### src/include/fpp_defs.svh
// Constants of the fault protection and propagation block: offsets, fields, resets, timing.
// Assumes a 50 MHz controller clock; analog levels arrive as 12-bit millivolt/degree codes.
`ifndef FPP_DEFS_SVH
`define FPP_DEFS_SVH
`define FPP_CLK_MHZ          50
`define FPP_OT_TRIP_C        12'h082
`define FPP_OT_RESTART_C     12'h078
`define FPP_RAMP_DEV_MV      12'h0FA
`define FPP_OV_FLOOR_MV      12'h3E8
`define FPP_OV_PCT_MIN       8'h6E
`define FPP_OV_PCT_MAX       8'h82
`define FPP_RETRY_MS         130
`define FPP_RETRY_CYC        (`FPP_RETRY_MS * 1000 * `FPP_CLK_MHZ)
`define FPP_PROP_RESET       8'h3F
`define FPP_LATCH_RESET      8'h43
`define FPP_BIT_RAMP_EN      7
`define FPP_BIT_RAMP         5
`define FPP_BIT_OT           4
`define FPP_BIT_OC           3
`define FPP_BIT_UV           2
`define FPP_BIT_OV           1
`define FPP_BIT_PV           0
`endif

### src/include/fpp_pkg.sv
// Types shared by the fault protection and propagation block.
// Assumes fpp_defs.svh is included by every user.
package fpp_pkg;
    typedef struct packed {
        logic [11:0] vout_mv;
        logic [11:0] ramp_mv;
        logic [11:0] setpoint_mv;
        logic [11:0] prebias_mv;
        logic [11:0] temp_c;
        logic        ramping_up;
    } fpp_sense_t;
    typedef struct packed {
        logic high_side_on;
        logic low_side_on;
        logic ramp_down;
    } fpp_drive_t;
    typedef enum logic [1:0] {FPP_NONE, FPP_FAULT, FPP_ERROR} fpp_kind_t;
endpackage : fpp_pkg

### src/design/fpp_core.sv
// Fault protection and propagation of one point-of-load unit: trip detectors, shutdown
// style, retry timer and the open-drain group fault line. Sense words are synchronous.
`timescale 1ns/1ps
`include "fpp_defs.svh"
module fpp_core #(
    parameter int unsigned RETRY_CYC = `FPP_RETRY_CYC
) (
    input  wire logic               mclk,
    input  wire logic               resetn,
    input  wire fpp_pkg::fpp_sense_t sense,
    input  wire logic               oc_fault,
    input  wire logic               uv_fault,
    input  wire logic [7:0]         ov_pct,
    input  wire logic               prop_wr,
    input  wire logic [7:0]         prop_wdata,
    output logic [7:0]              prop_rdata,
    input  wire logic               latch_wr,
    input  wire logic [7:0]         latch_wdata,
    input  wire logic               flags_clr,
    output logic [4:0]              condition_flags_n,
    input  wire logic               group_in,
    output logic                    group_out,
    output logic                    group_oe,
    output fpp_pkg::fpp_drive_t     drive
);
    logic [7:0]  prop_q, prop_d, latch_q, latch_d;
    logic [4:0]  flag_q, flag_d;
    logic [2:0]  gsync_q;
    logic        gbit_q, gbit_d, own_q, own_d, stop_q, stop_d, err_q, err_d, ext_q, ext_d;
    logic        armed_q, armed_d;
    logic [31:0] tmr_q, tmr_d;
    logic [11:0] ov_thr;
    logic [19:0] ov_prod;
    logic [7:0]  pct;
    logic [12:0] dev;
    logic        t_ot, t_tr, t_ov, hold_ot, cause, perr, pfault;

    // Percentage clipped to the programmable span
    always_comb begin
        pct = ov_pct;
        if (ov_pct < `FPP_OV_PCT_MIN) pct = `FPP_OV_PCT_MIN;
        if (ov_pct > `FPP_OV_PCT_MAX) pct = `FPP_OV_PCT_MAX;
        // Widen before the product so 130 percent of a large setpoint cannot wrap
        ov_prod = 20'(sense.setpoint_mv) * 20'(pct) / 20'h00064;
        if (ov_prod < 20'(`FPP_OV_FLOOR_MV))
            ov_thr = `FPP_OV_FLOOR_MV;
        else if (ov_prod > 20'h00FFF)
            ov_thr = 12'hFFF;
        else
            ov_thr = ov_prod[11:0];
        dev = (sense.vout_mv > sense.ramp_mv) ? 13'(sense.vout_mv - sense.ramp_mv)
                                              : 13'(sense.ramp_mv - sense.vout_mv);
        t_ot = sense.temp_c > `FPP_OT_TRIP_C;
        t_tr = sense.ramping_up && latch_q[`FPP_BIT_RAMP_EN]
               && (dev > 13'(`FPP_RAMP_DEV_MV));
        t_ov = armed_q && (sense.vout_mv > ov_thr);
        hold_ot = sense.temp_c >= `FPP_OT_RESTART_C;
        // Phase voltage error has no source in this variant
        perr   = t_ov && prop_q[`FPP_BIT_OV];
        pfault = (t_tr && prop_q[`FPP_BIT_RAMP]) || (t_ot && prop_q[`FPP_BIT_OT])
                 || (oc_fault && prop_q[`FPP_BIT_OC]) || (uv_fault && prop_q[`FPP_BIT_UV]);
        cause = t_ot || t_tr || t_ov || oc_fault || uv_fault;
    end

    always_comb begin
        prop_d  = prop_wr ? prop_wdata : prop_q;
        latch_d = latch_wr ? latch_wdata : latch_q;
        // Set wins over software clear
        flag_d  = flags_clr ? 5'h1F : flag_q;
        if (t_ot)     flag_d[4] = 1'b0;
        if (t_tr)     flag_d[3] = 1'b0;
        if (t_ov)     flag_d[2] = 1'b0;
        if (oc_fault) flag_d[1] = 1'b0;
        if (uv_fault) flag_d[0] = 1'b0;
        armed_d = (sense.vout_mv > sense.prebias_mv) || (armed_q && stop_q == 1'b0);
        gbit_d  = (gsync_q[1] == gsync_q[2]) ? gsync_q[1] : gbit_q;
        own_d   = own_q;
        if (perr || pfault) own_d = 1'b1;
        else if (!cause)    own_d = 1'b0;
        stop_d = stop_q;
        err_d  = err_q;
        ext_d  = ext_q;
        tmr_d  = tmr_q;
        if (cause) begin
            stop_d = 1'b1;
            err_d  = t_ov || t_tr || oc_fault;
            tmr_d  = RETRY_CYC;
        end else if (!gbit_q && !own_q) begin
            stop_d = 1'b1;
            ext_d  = 1'b1;
            tmr_d  = RETRY_CYC;
        end else if (stop_q) begin
            if (tmr_q != 32'h0000_0000) tmr_d = tmr_q - 32'h0000_0001;
            else if (!(ext_q ? 1'b0 : (latch_q[`FPP_BIT_OT] || hold_ot))) begin
                stop_d = 1'b0;
                err_d  = 1'b0;
                ext_d  = 1'b0;
            end
        end
        if (!gbit_q && !own_q && !stop_q) armed_d = 1'b0;
        if (!gbit_q && !own_q && !cause && stop_q) ext_d = 1'b1;
    end

    always_ff @(posedge mclk or negedge resetn) begin
        if (!resetn) begin
            prop_q  <= `FPP_PROP_RESET;
            latch_q <= `FPP_LATCH_RESET;
            flag_q  <= 5'h1F;
            gsync_q <= 3'h7;
            gbit_q  <= 1'b1;
            own_q   <= 1'b0;
            stop_q  <= 1'b0;
            err_q   <= 1'b0;
            ext_q   <= 1'b0;
            armed_q <= 1'b0;
            tmr_q   <= 32'h0000_0000;
        end else begin
            prop_q  <= prop_d;
            latch_q <= latch_d;
            flag_q  <= flag_d;
            gsync_q <= {gsync_q[1:0], group_in};
            gbit_q  <= gbit_d;
            own_q   <= own_d;
            stop_q  <= stop_d;
            err_q   <= err_d;
            ext_q   <= ext_d;
            armed_q <= armed_d;
            tmr_q   <= tmr_d;
        end
    end

    // Open drain: only ever drives low, any of up to 32 members can hold it
    assign group_out         = 1'b0;
    assign group_oe          = own_q;
    assign prop_rdata        = prop_q;
    assign condition_flags_n = flag_q;
    // Error shutdowns keep the low side on while the overvoltage flag is latched, otherwise turn both sides off; all other shutdowns ramp down
    always_comb begin
        drive.high_side_on = !stop_q;
        drive.low_side_on  = !stop_q || (err_q && !flag_q[2]);
        drive.ramp_down    = stop_q && !err_q;
    end

    chk_ot_flag_clear: assert property (@(posedge mclk) disable iff (!resetn)
        t_ot |=> !condition_flags_n[4] && stop_q) else $error("overheat not latched");
    chk_ramp_only_up: assert property (@(posedge mclk) disable iff (!resetn)
        !sense.ramping_up |-> !t_tr) else $error("ramp check outside ramp-up");
    chk_ramp_fast_off: assert property (@(posedge mclk) disable iff (!resetn)
        t_tr |=> !drive.high_side_on && !drive.low_side_on) else $error("ramp not fast off");
    chk_ramp_disabled: assert property (@(posedge mclk) disable iff (!resetn)
        !latch_q[`FPP_BIT_RAMP_EN] |-> !t_tr) else $error("disabled check fired");
    chk_ov_armed: assert property (@(posedge mclk) disable iff (!resetn)
        t_ov |-> armed_q) else $error("overvoltage unarmed trip");
    chk_ov_low_side: assert property (@(posedge mclk) disable iff (!resetn)
        t_ov |=> !drive.high_side_on && drive.low_side_on) else $error("ov switch state");
    chk_ov_floor: assert property (@(posedge mclk) disable iff (!resetn)
        ov_thr >= `FPP_OV_FLOOR_MV) else $error("ov threshold below floor");
    chk_prop_drive: assert property (@(posedge mclk) disable iff (!resetn)
        (t_ot && prop_q[`FPP_BIT_OT]) |=> group_oe) else $error("no propagation");
    chk_group_stop: assert property (@(posedge mclk) disable iff (!resetn)
        (!gbit_q && !own_q) |=> stop_q) else $error("group low ignored");
    chk_release: assert property (@(posedge mclk) disable iff (!resetn)
        (!cause && !perr && !pfault) |=> !group_oe) else $error("line not released");
endmodule : fpp_core

### config.mk
export PLATFORM = sky130hd
export DESIGN_NAME = fpp_core
export DESIGN_NICKNAME = d
export VERILOG_FILES = /design/src/include/fpp_pkg.sv /design/src/design/fpp_core.sv
export VERILOG_INCLUDE_DIRS = /design/src /design/src/include
export SDC_FILE = /design/constraint.sdc
export NUM_CORES = 1
export LEC_CHECK = 0
export BUFFER_PORTS_ARGS = -buffer_cell sky130_fd_sc_hd__buf_4
export CORE_MARGIN = 4
export CORE_UTILIZATION = 30
export CTS_CLUSTER_DIAMETER = 50
export DETAILED_ROUTE_END_ITERATION = 10
export GPL_ROUTABILITY_DRIVEN = 0
export SETUP_SLACK_MARGIN = 0.3
export SYNTH_ARGS = -nofsm -noshare
export SYNTH_HDL_FRONTEND = slang
export SYNTH_SLANG_ARGS = --single-unit
### constraint.sdc
create_clock -name mclk -period 8.95 [get_ports mclk]
set_clock_uncertainty 0.2 [all_clocks]
set_input_delay 0 -clock mclk [delete_from_list [all_inputs] [get_ports mclk]]
set_output_delay 0 -clock mclk [all_outputs]
set_load 0.005 [all_outputs]
* Word-level counts from Yosys, hierarchy flattened
Cells that the tools add are included.
W data, S select, Z words.
** Cells by class
- Equality and inequality tests :: 8
- Bitwise logic cells :: 1
- Add/subtract/negate cells :: 3
- $lt $le $gt $ge :: 10
- Reduce and logical (&&, ||, !) cells :: 47
- Div/mod/pow operators :: 1
- Multiplexer cells :: 32
- Multipliers :: 1
** Operator list (number)
- $mux W32 :: 4
- $gt A12 B12 Y1 :: 3
- $reduce_bool A32 Y1 :: 1
- $sub A32 B1 Y32 const B :: 1
- $sub A12 B12 Y13 :: 2
- $mux W12 :: 2
- $mux W1 :: 22
- $div A20 B7 Y20 const B :: 1
- $gt A20 B12 Y1 const B :: 1
- $lt A20 B10 Y1 const B :: 1
- $mul A12 B8 Y20 :: 1
- $mux W8 :: 2
- $logic_and A1 B1 Y1 :: 15
- $gt A13 B8 Y1 const B :: 1
- $logic_or A1 B1 Y1 :: 13
- $mux W13 :: 1
- $ge A12 B7 Y1 const B :: 1
- $gt A12 B8 Y1 const B :: 1
- $reduce_bool A2 Y1 :: 6
- $reduce_bool A3 Y1 :: 3
- $gt A8 B8 Y1 const B :: 1
- $lt A8 B7 Y1 const B :: 1
- $reduce_and A4 Y1 :: 2
- $logic_not A1 Y1 :: 6
- other kinds (7) :: 11
** Storage, ports and cells
- Output and inout bits :: 18
- Bits of input ports :: 93
- Register bits :: 62

* Depth between registers and ports, before layout
- Depth after elaboration :: 18
- Gate-level depth with buffers :: 72

* Worst setup path after synthesis
Ideal clock, no wire load.
- Path type :: input port to flip-flop
- Start point :: in ov_pct[4]
- End point :: reg tmr_q[10]
- Data arrival time :: 13.238 ns
- Data required time :: 8.604 ns
- Setup slack :: -4.634 ns
- Library setup time :: 0.146 ns
- Cell stages on the path :: 65
- Path through :: nand3_1 > nor2_1 > clkbuf_1 > nand2_1 > fa_1 > inv_1 > fa_1 > fa_1 > inv_1 > fa_1 > inv_1 > ha_1 > buf_2 > a21oi_1 > o21ai_1 > a211oi_2 > a21oi_2 > or2_1 > (+29 left out) > xnor2_1 > o311a_1 > a2111oi_2 > a221o_1 > ha_1 > nor2b_1 > o21ai_0 > nand2b_1 > a21oi_1 > nor3_1 > a211oi_1 > o21ai_0 > o311a_1 > nor2_1 > nand3_1 > nor2_1 > clkbuf_1 > o211ai_1
** On the way
- Word-level cells in the longest chain between the ends :: 15
- Elaborated cells on any way between the ends :: 19
- Classes of those cells :: mul: 1; div: 1; order compare: 5; mux: 5; reduce/logical: 7
** Ends and longest elaborated chain
- start, declared :: line fpp_core.sv:13 : input wire logic [7:0] ov_pct,
- $lt A8 B7 Y1 (no line)
- $mux W8 :: line fpp_core.sv:41 : if (ov_pct < `FPP_OV_PCT_MIN) pct = `FPP_OV_PCT_MIN;
- $mux W8 * :: line fpp_core.sv:42 : if (ov_pct > `FPP_OV_PCT_MAX) pct = `FPP_OV_PCT_MAX;
- $mul A12 B8 Y20 * :: line fpp_core.sv:44 : ov_prod = 20'(sense.setpoint_mv) * 20'(pct) / 20'h00064;
- $div A20 B7 Y20 * :: line fpp_core.sv:44
- $gt A20 B12 Y1 :: line fpp_core.sv:47 : else if (ov_prod > 20'h00FFF)
- $mux W12 :: line fpp_core.sv:47
- $mux W12 * :: line fpp_core.sv:45 : if (ov_prod < 20'(`FPP_OV_FLOOR_MV))
- $gt A12 B12 Y1 * :: line fpp_core.sv:56 : t_ov = armed_q && (sense.vout_mv > ov_thr);
- $logic_and A1 B1 Y1 * :: line fpp_core.sv:56
- $logic_or A1 B1 Y1 * (3 in a row) :: line fpp_core.sv:62 : cause = t_ot || t_tr || t_ov || oc_fault || uv_fault;
- $reduce_bool A3 Y1 (no line)
- $reduce_and A2 Y1 (no line)
- end signal, assigned :: line fpp_core.sv:128 : tmr_q <= tmr_d;
- end, declared :: line fpp_core.sv:31 : logic [31:0] tmr_q, tmr_d;
Every way passes the cells marked *; elsewhere a longest branch is shown, timed or not.
A chain may end at the register's enable or synchronous reset.

* Worst setup path after layout
- Start point :: in ov_pct[4]
- End point :: reg tmr_q[8]
Same word-level chain as after synthesis.

==> run summary <==
The final count of pins violating max slew is 0. The clock sink count came out at 56. The initial detailed-routing violation count came out at 615. The wire length per cell is around 15 µm.

The register-to-register path setup slack is roughly 4.5 ns. The data arrival time at the worst-slack endpoint came out at about 13 ns. In this design, the stage delay of the slowest critical-path cell is between 0.5 and 0.6 ns. The maximum achievable frequency is 74.4 MHz. The count of final setup violators came out at 37. The utilization after layout came out at a little under half. The final setup slack of the worst path came out at -4.50 ns. The share of flip-flops with an asynchronous set or reset is 100%.

The number of placed instances, taps included, is about 2100. On the final layout, the worst hold slack is -0.0101 ns. The wire length of the first global-routing pass came out at 52800 µm.

The count of pins on the block boundary is 111. At the pin with the least slew margin, the transition time is 0.692 ns. The die outline height came out at 197 µm. For this run, the leading register cell type out of synthesis is sky130_fd_sc_hd__dfrtp_1. The H-tree level count came out at 2. The layout overhead on the synthesized area came out at 52.4%.

STA classifies the critical path startpoint as a primary input. The width of the chip is roughly 200 µm. The worst register-to-register path ends at tmr_q[21].

TritonCTS built the clock tree. The clock transition time at the flip-flop clock pins of the worst setup and hold paths came out at 0.07 ns. Clock tree synthesis selected as its root buffer the cell sky130_fd_sc_hd__clkbuf_16. The flow ran to the end, but the final reports show violations.

The largest driver fanout on the critical path came out at 6. The number of antenna violations at the first check in global routing is 0. The checks that failed: hold timing, setup timing. The port buffer count is 103.

The overall via count from detail_route is between 10000 and 15000. The die area came out at between 30000 and 40000 µm². The number of flip-flops and latches in the synthesized netlist came out at 56. Summed over all layers, the global routing overflow is 0. Buffers inserted during clock tree synthesis total 5. The worst hold path begins at sense[9]. Yosys mapped the design onto 117 distinct sky130hd cell types. The number of antenna diodes in the final layout is 0. The proportion of synthesized chip area in sequential cells came out at 13.3%. The routed design has 32600 µm of wire. The post-detailed-route via-to-cell ratio came out at 5.15.

The final sum of negative setup slack came out at -163.63 ns. Subtracting the final worst setup slack from the clock period gives 13.45 ns. The ratio of final minimum period to clock period came out at 150%. The core outline area came out at roughly 35000 µm². The post-synthesis instance total is 1298. Across the run, the number of max-cap violations was 0. The setup path with the least slack is of type primary input to register. The initial utilization of the core area, before any placement, comes to 30.6%. The worst setup path is captured at a register. The final-report hold violation count is 1. Yosys printed 0 warnings. The final-stage net count came out at 1998. The min-delay analysis places its worst path in the category primary input to register.

The worst slew slack as a fraction of its limit came out at approximately 54%. The worst register-to-register path begins at tmr_q[6]. The depth of the worst register-to-register path came out at 15.

The number of non-filler instances in the completed layout came out at around 2200. The number of rows created at floorplan is 68. In the routed design, unresolved DRC markers number 0. The later pin in the worst-skew pair is clocked with a latency of 0.29 ns. The end of the worst hold path is stop_q. The number of nets produced by synthesis is 1542. The number of global-route vias before repair is 11391. Data on the critical path is required at its endpoint by 8.97 ns.

The average size of a mapped cell came out at 8.23 µm². The number of search-and-repair iterations in the first detailed-routing pass came out at 7. The proportion of layout cells with a drive suffix above 1 is 41.8%. Entering global routing, the biggest net connects 57 pins. The cell count of the worst hold path came out at 5. The detailed placement HPWL came out at 25300 µm.

The buffer levels on the longest clock path is 2. The worst-path cell with the longest stage delay is sky130_fd_sc_hd__fa_1. The global routing usage summed across all routing layers came out at between 15 and 20%. The post-route antenna net violation count is 0. The summed instance area of the synthesized netlist came out at 10700 µm². Setup repair after global routing could not meet its margin everywhere. The number of flops mapped to enable cells by yosys came out at 0.
[state kept, by name, summed over array words and instances, names as in the netlist]
name / flops
tmr_q: 32
prop_rdata: 8
condition_flags_n: 5
gsync_q: 3
latch_q: 2
armed_q: 1
err_q: 1
ext_q: 1
gbit_q: 1
group_oe: 1
stop_q: 1
[worst max-delay path: cells and delay by family]
family | cells | cell delay [ns]
compound gates | 27 | 5.80
simple gates | 20 | 3.57
fa+ha+maj | 6 | 2.47
buf+inv | 7 | 1.05
xor+xnor | 2 | 0.34
mux | 1 | 0.22
[how the worst max path moves through the flow]
stage              start   endpoint  slack [ns]  cells past startpoint
3_5_place_dp   ov_pct[4]   tmr_q[3]       -4.98                     58
6_report       ov_pct[4]   tmr_q[8]       -4.50                     63
3_3_place_gp   ov_pct[4]  tmr_q[15]       -4.75                     57
5_1_grt        ov_pct[4]  tmr_q[20]       -5.06                     63
4_1_cts        ov_pct[0]      ext_q       -4.38                     65
2_1_floorplan  ov_pct[4]  tmr_q[18]       -3.98                     67
[Yosys cell counts, drive strengths merged, types with 7 or more instances]
cell type	count	area, µm²
dfrtp	41	1030
o311ai	10	105
a31oi	9	71.3
nand2b	15	93.8
o211ai	19	171
nor2	108	413
nand4	21	131
and2	55	344
nand3	26	130
nor3	40	215
nor2b	30	188
or3	10	67.6
clkbuf	25	93.8
dfstp	15	394
a311oi	7	91.3
nand2	100	383
o31ai	13	97.6
mux2	15	173
a211oi	19	185
nor4	21	174
or4	11	82.6
a21oi	72	398
xnor2	54	480
buf	24	135
a21o	31	233
and3	9	56.3
inv	119	447
o21ai	49	257
fa	62	1240
xor2	24	244
or2	9	56.3
ha	89	1110
o21a	14	114
a221o	8	80.1
mux2i	18	205
a221oi	9	91.3
o21bai	7	52.6
a211o	8	71.3
[timing repair]
| item | in CTS | in global routing |
|---|---|---|
| endpoints found under the setup margin | 37 | 37 |
| buffers inserted | 18 | 40 |
| endpoints found under the hold margin | 76 | 0 |
| pin swaps | 37 | 93 |
| cloned | 2 | 3 |
| hold buffers | 35 | 0 |
| gates resized for setup | 43 | 159 |
[through the flow]
stage	setup slack [ns]	hold slack [ns]	instance area (µm²)
2_1_floorplan	-3.98	-0.496	11200
3_3_place_gp	-4.75	-0.109	14500
3_5_place_dp	-4.98	-0.101	14500
4_1_cts	-4.38	0.00735	15300
5_1_grt	-5.06	0.0293	16300
6_report	-4.50	-0.0101	16300
[area by class of cell]
type / instances / area, µm²
fill: 3301 / 18600
clock inverter: 3 / 23.8
clock buffer: 5 / 125
tap: 455 / 569
timing repair buffer: 495 / 3980
multi-input combinational: 1077 / 9730
inverter: 119 / 447
sequential: 56 / 1420
[layout by cell type, fill, tap and decap left out, drive strengths merged, types with 8 or more instances in the layout]
cell / n
a211o: 8
a211oi: 19
a21o: 31
a21oi: 72
a221o: 8
a221oi: 9
a31oi: 9
and2: 55
and3: 9
buf: 460
dfrtp: 41
dfstp: 15
dlygate4sd3: 35
fa: 62
ha: 89
inv: 122
mux2: 15
mux2i: 18
nand2: 100
nand2b: 15
nand3: 26
nand4: 21
nor2: 109
nor2b: 30
nor3: 40
nor4: 21
o211ai: 19
o21a: 14
o21ai: 49
o311ai: 10
o31ai: 13
or2: 11
or3: 10
or4: 11
xnor2: 54
xor2: 24
[routing by layer]
metal,global-route usage [%],up-vias,share of wire (%)
met2,28.2,217,50
met1,20.7,5550,45
met3,1.18,39,3.1
met5,0,-,0
met4,2.57,0,1.2
li1,-,5574,-
[cells by family after synthesis]
logic type,count (synthesis),share of synthesized area [%]
XOR/XNOR,78,6.78
other,1,0.0351
adder cells (fa/ha/maj),154,22.3
flip-flops,56,13.3
multiplexers,33,3.53
AND/OR/NAND/NOR,469,23.0
buffers and inverters,168,6.32
AO/OA/AOI/OAI,339,24.8
Power is left out: the tool's default activity adds up to more than one toggle a clock period on the data nets, which glitch-free logic cannot reach.
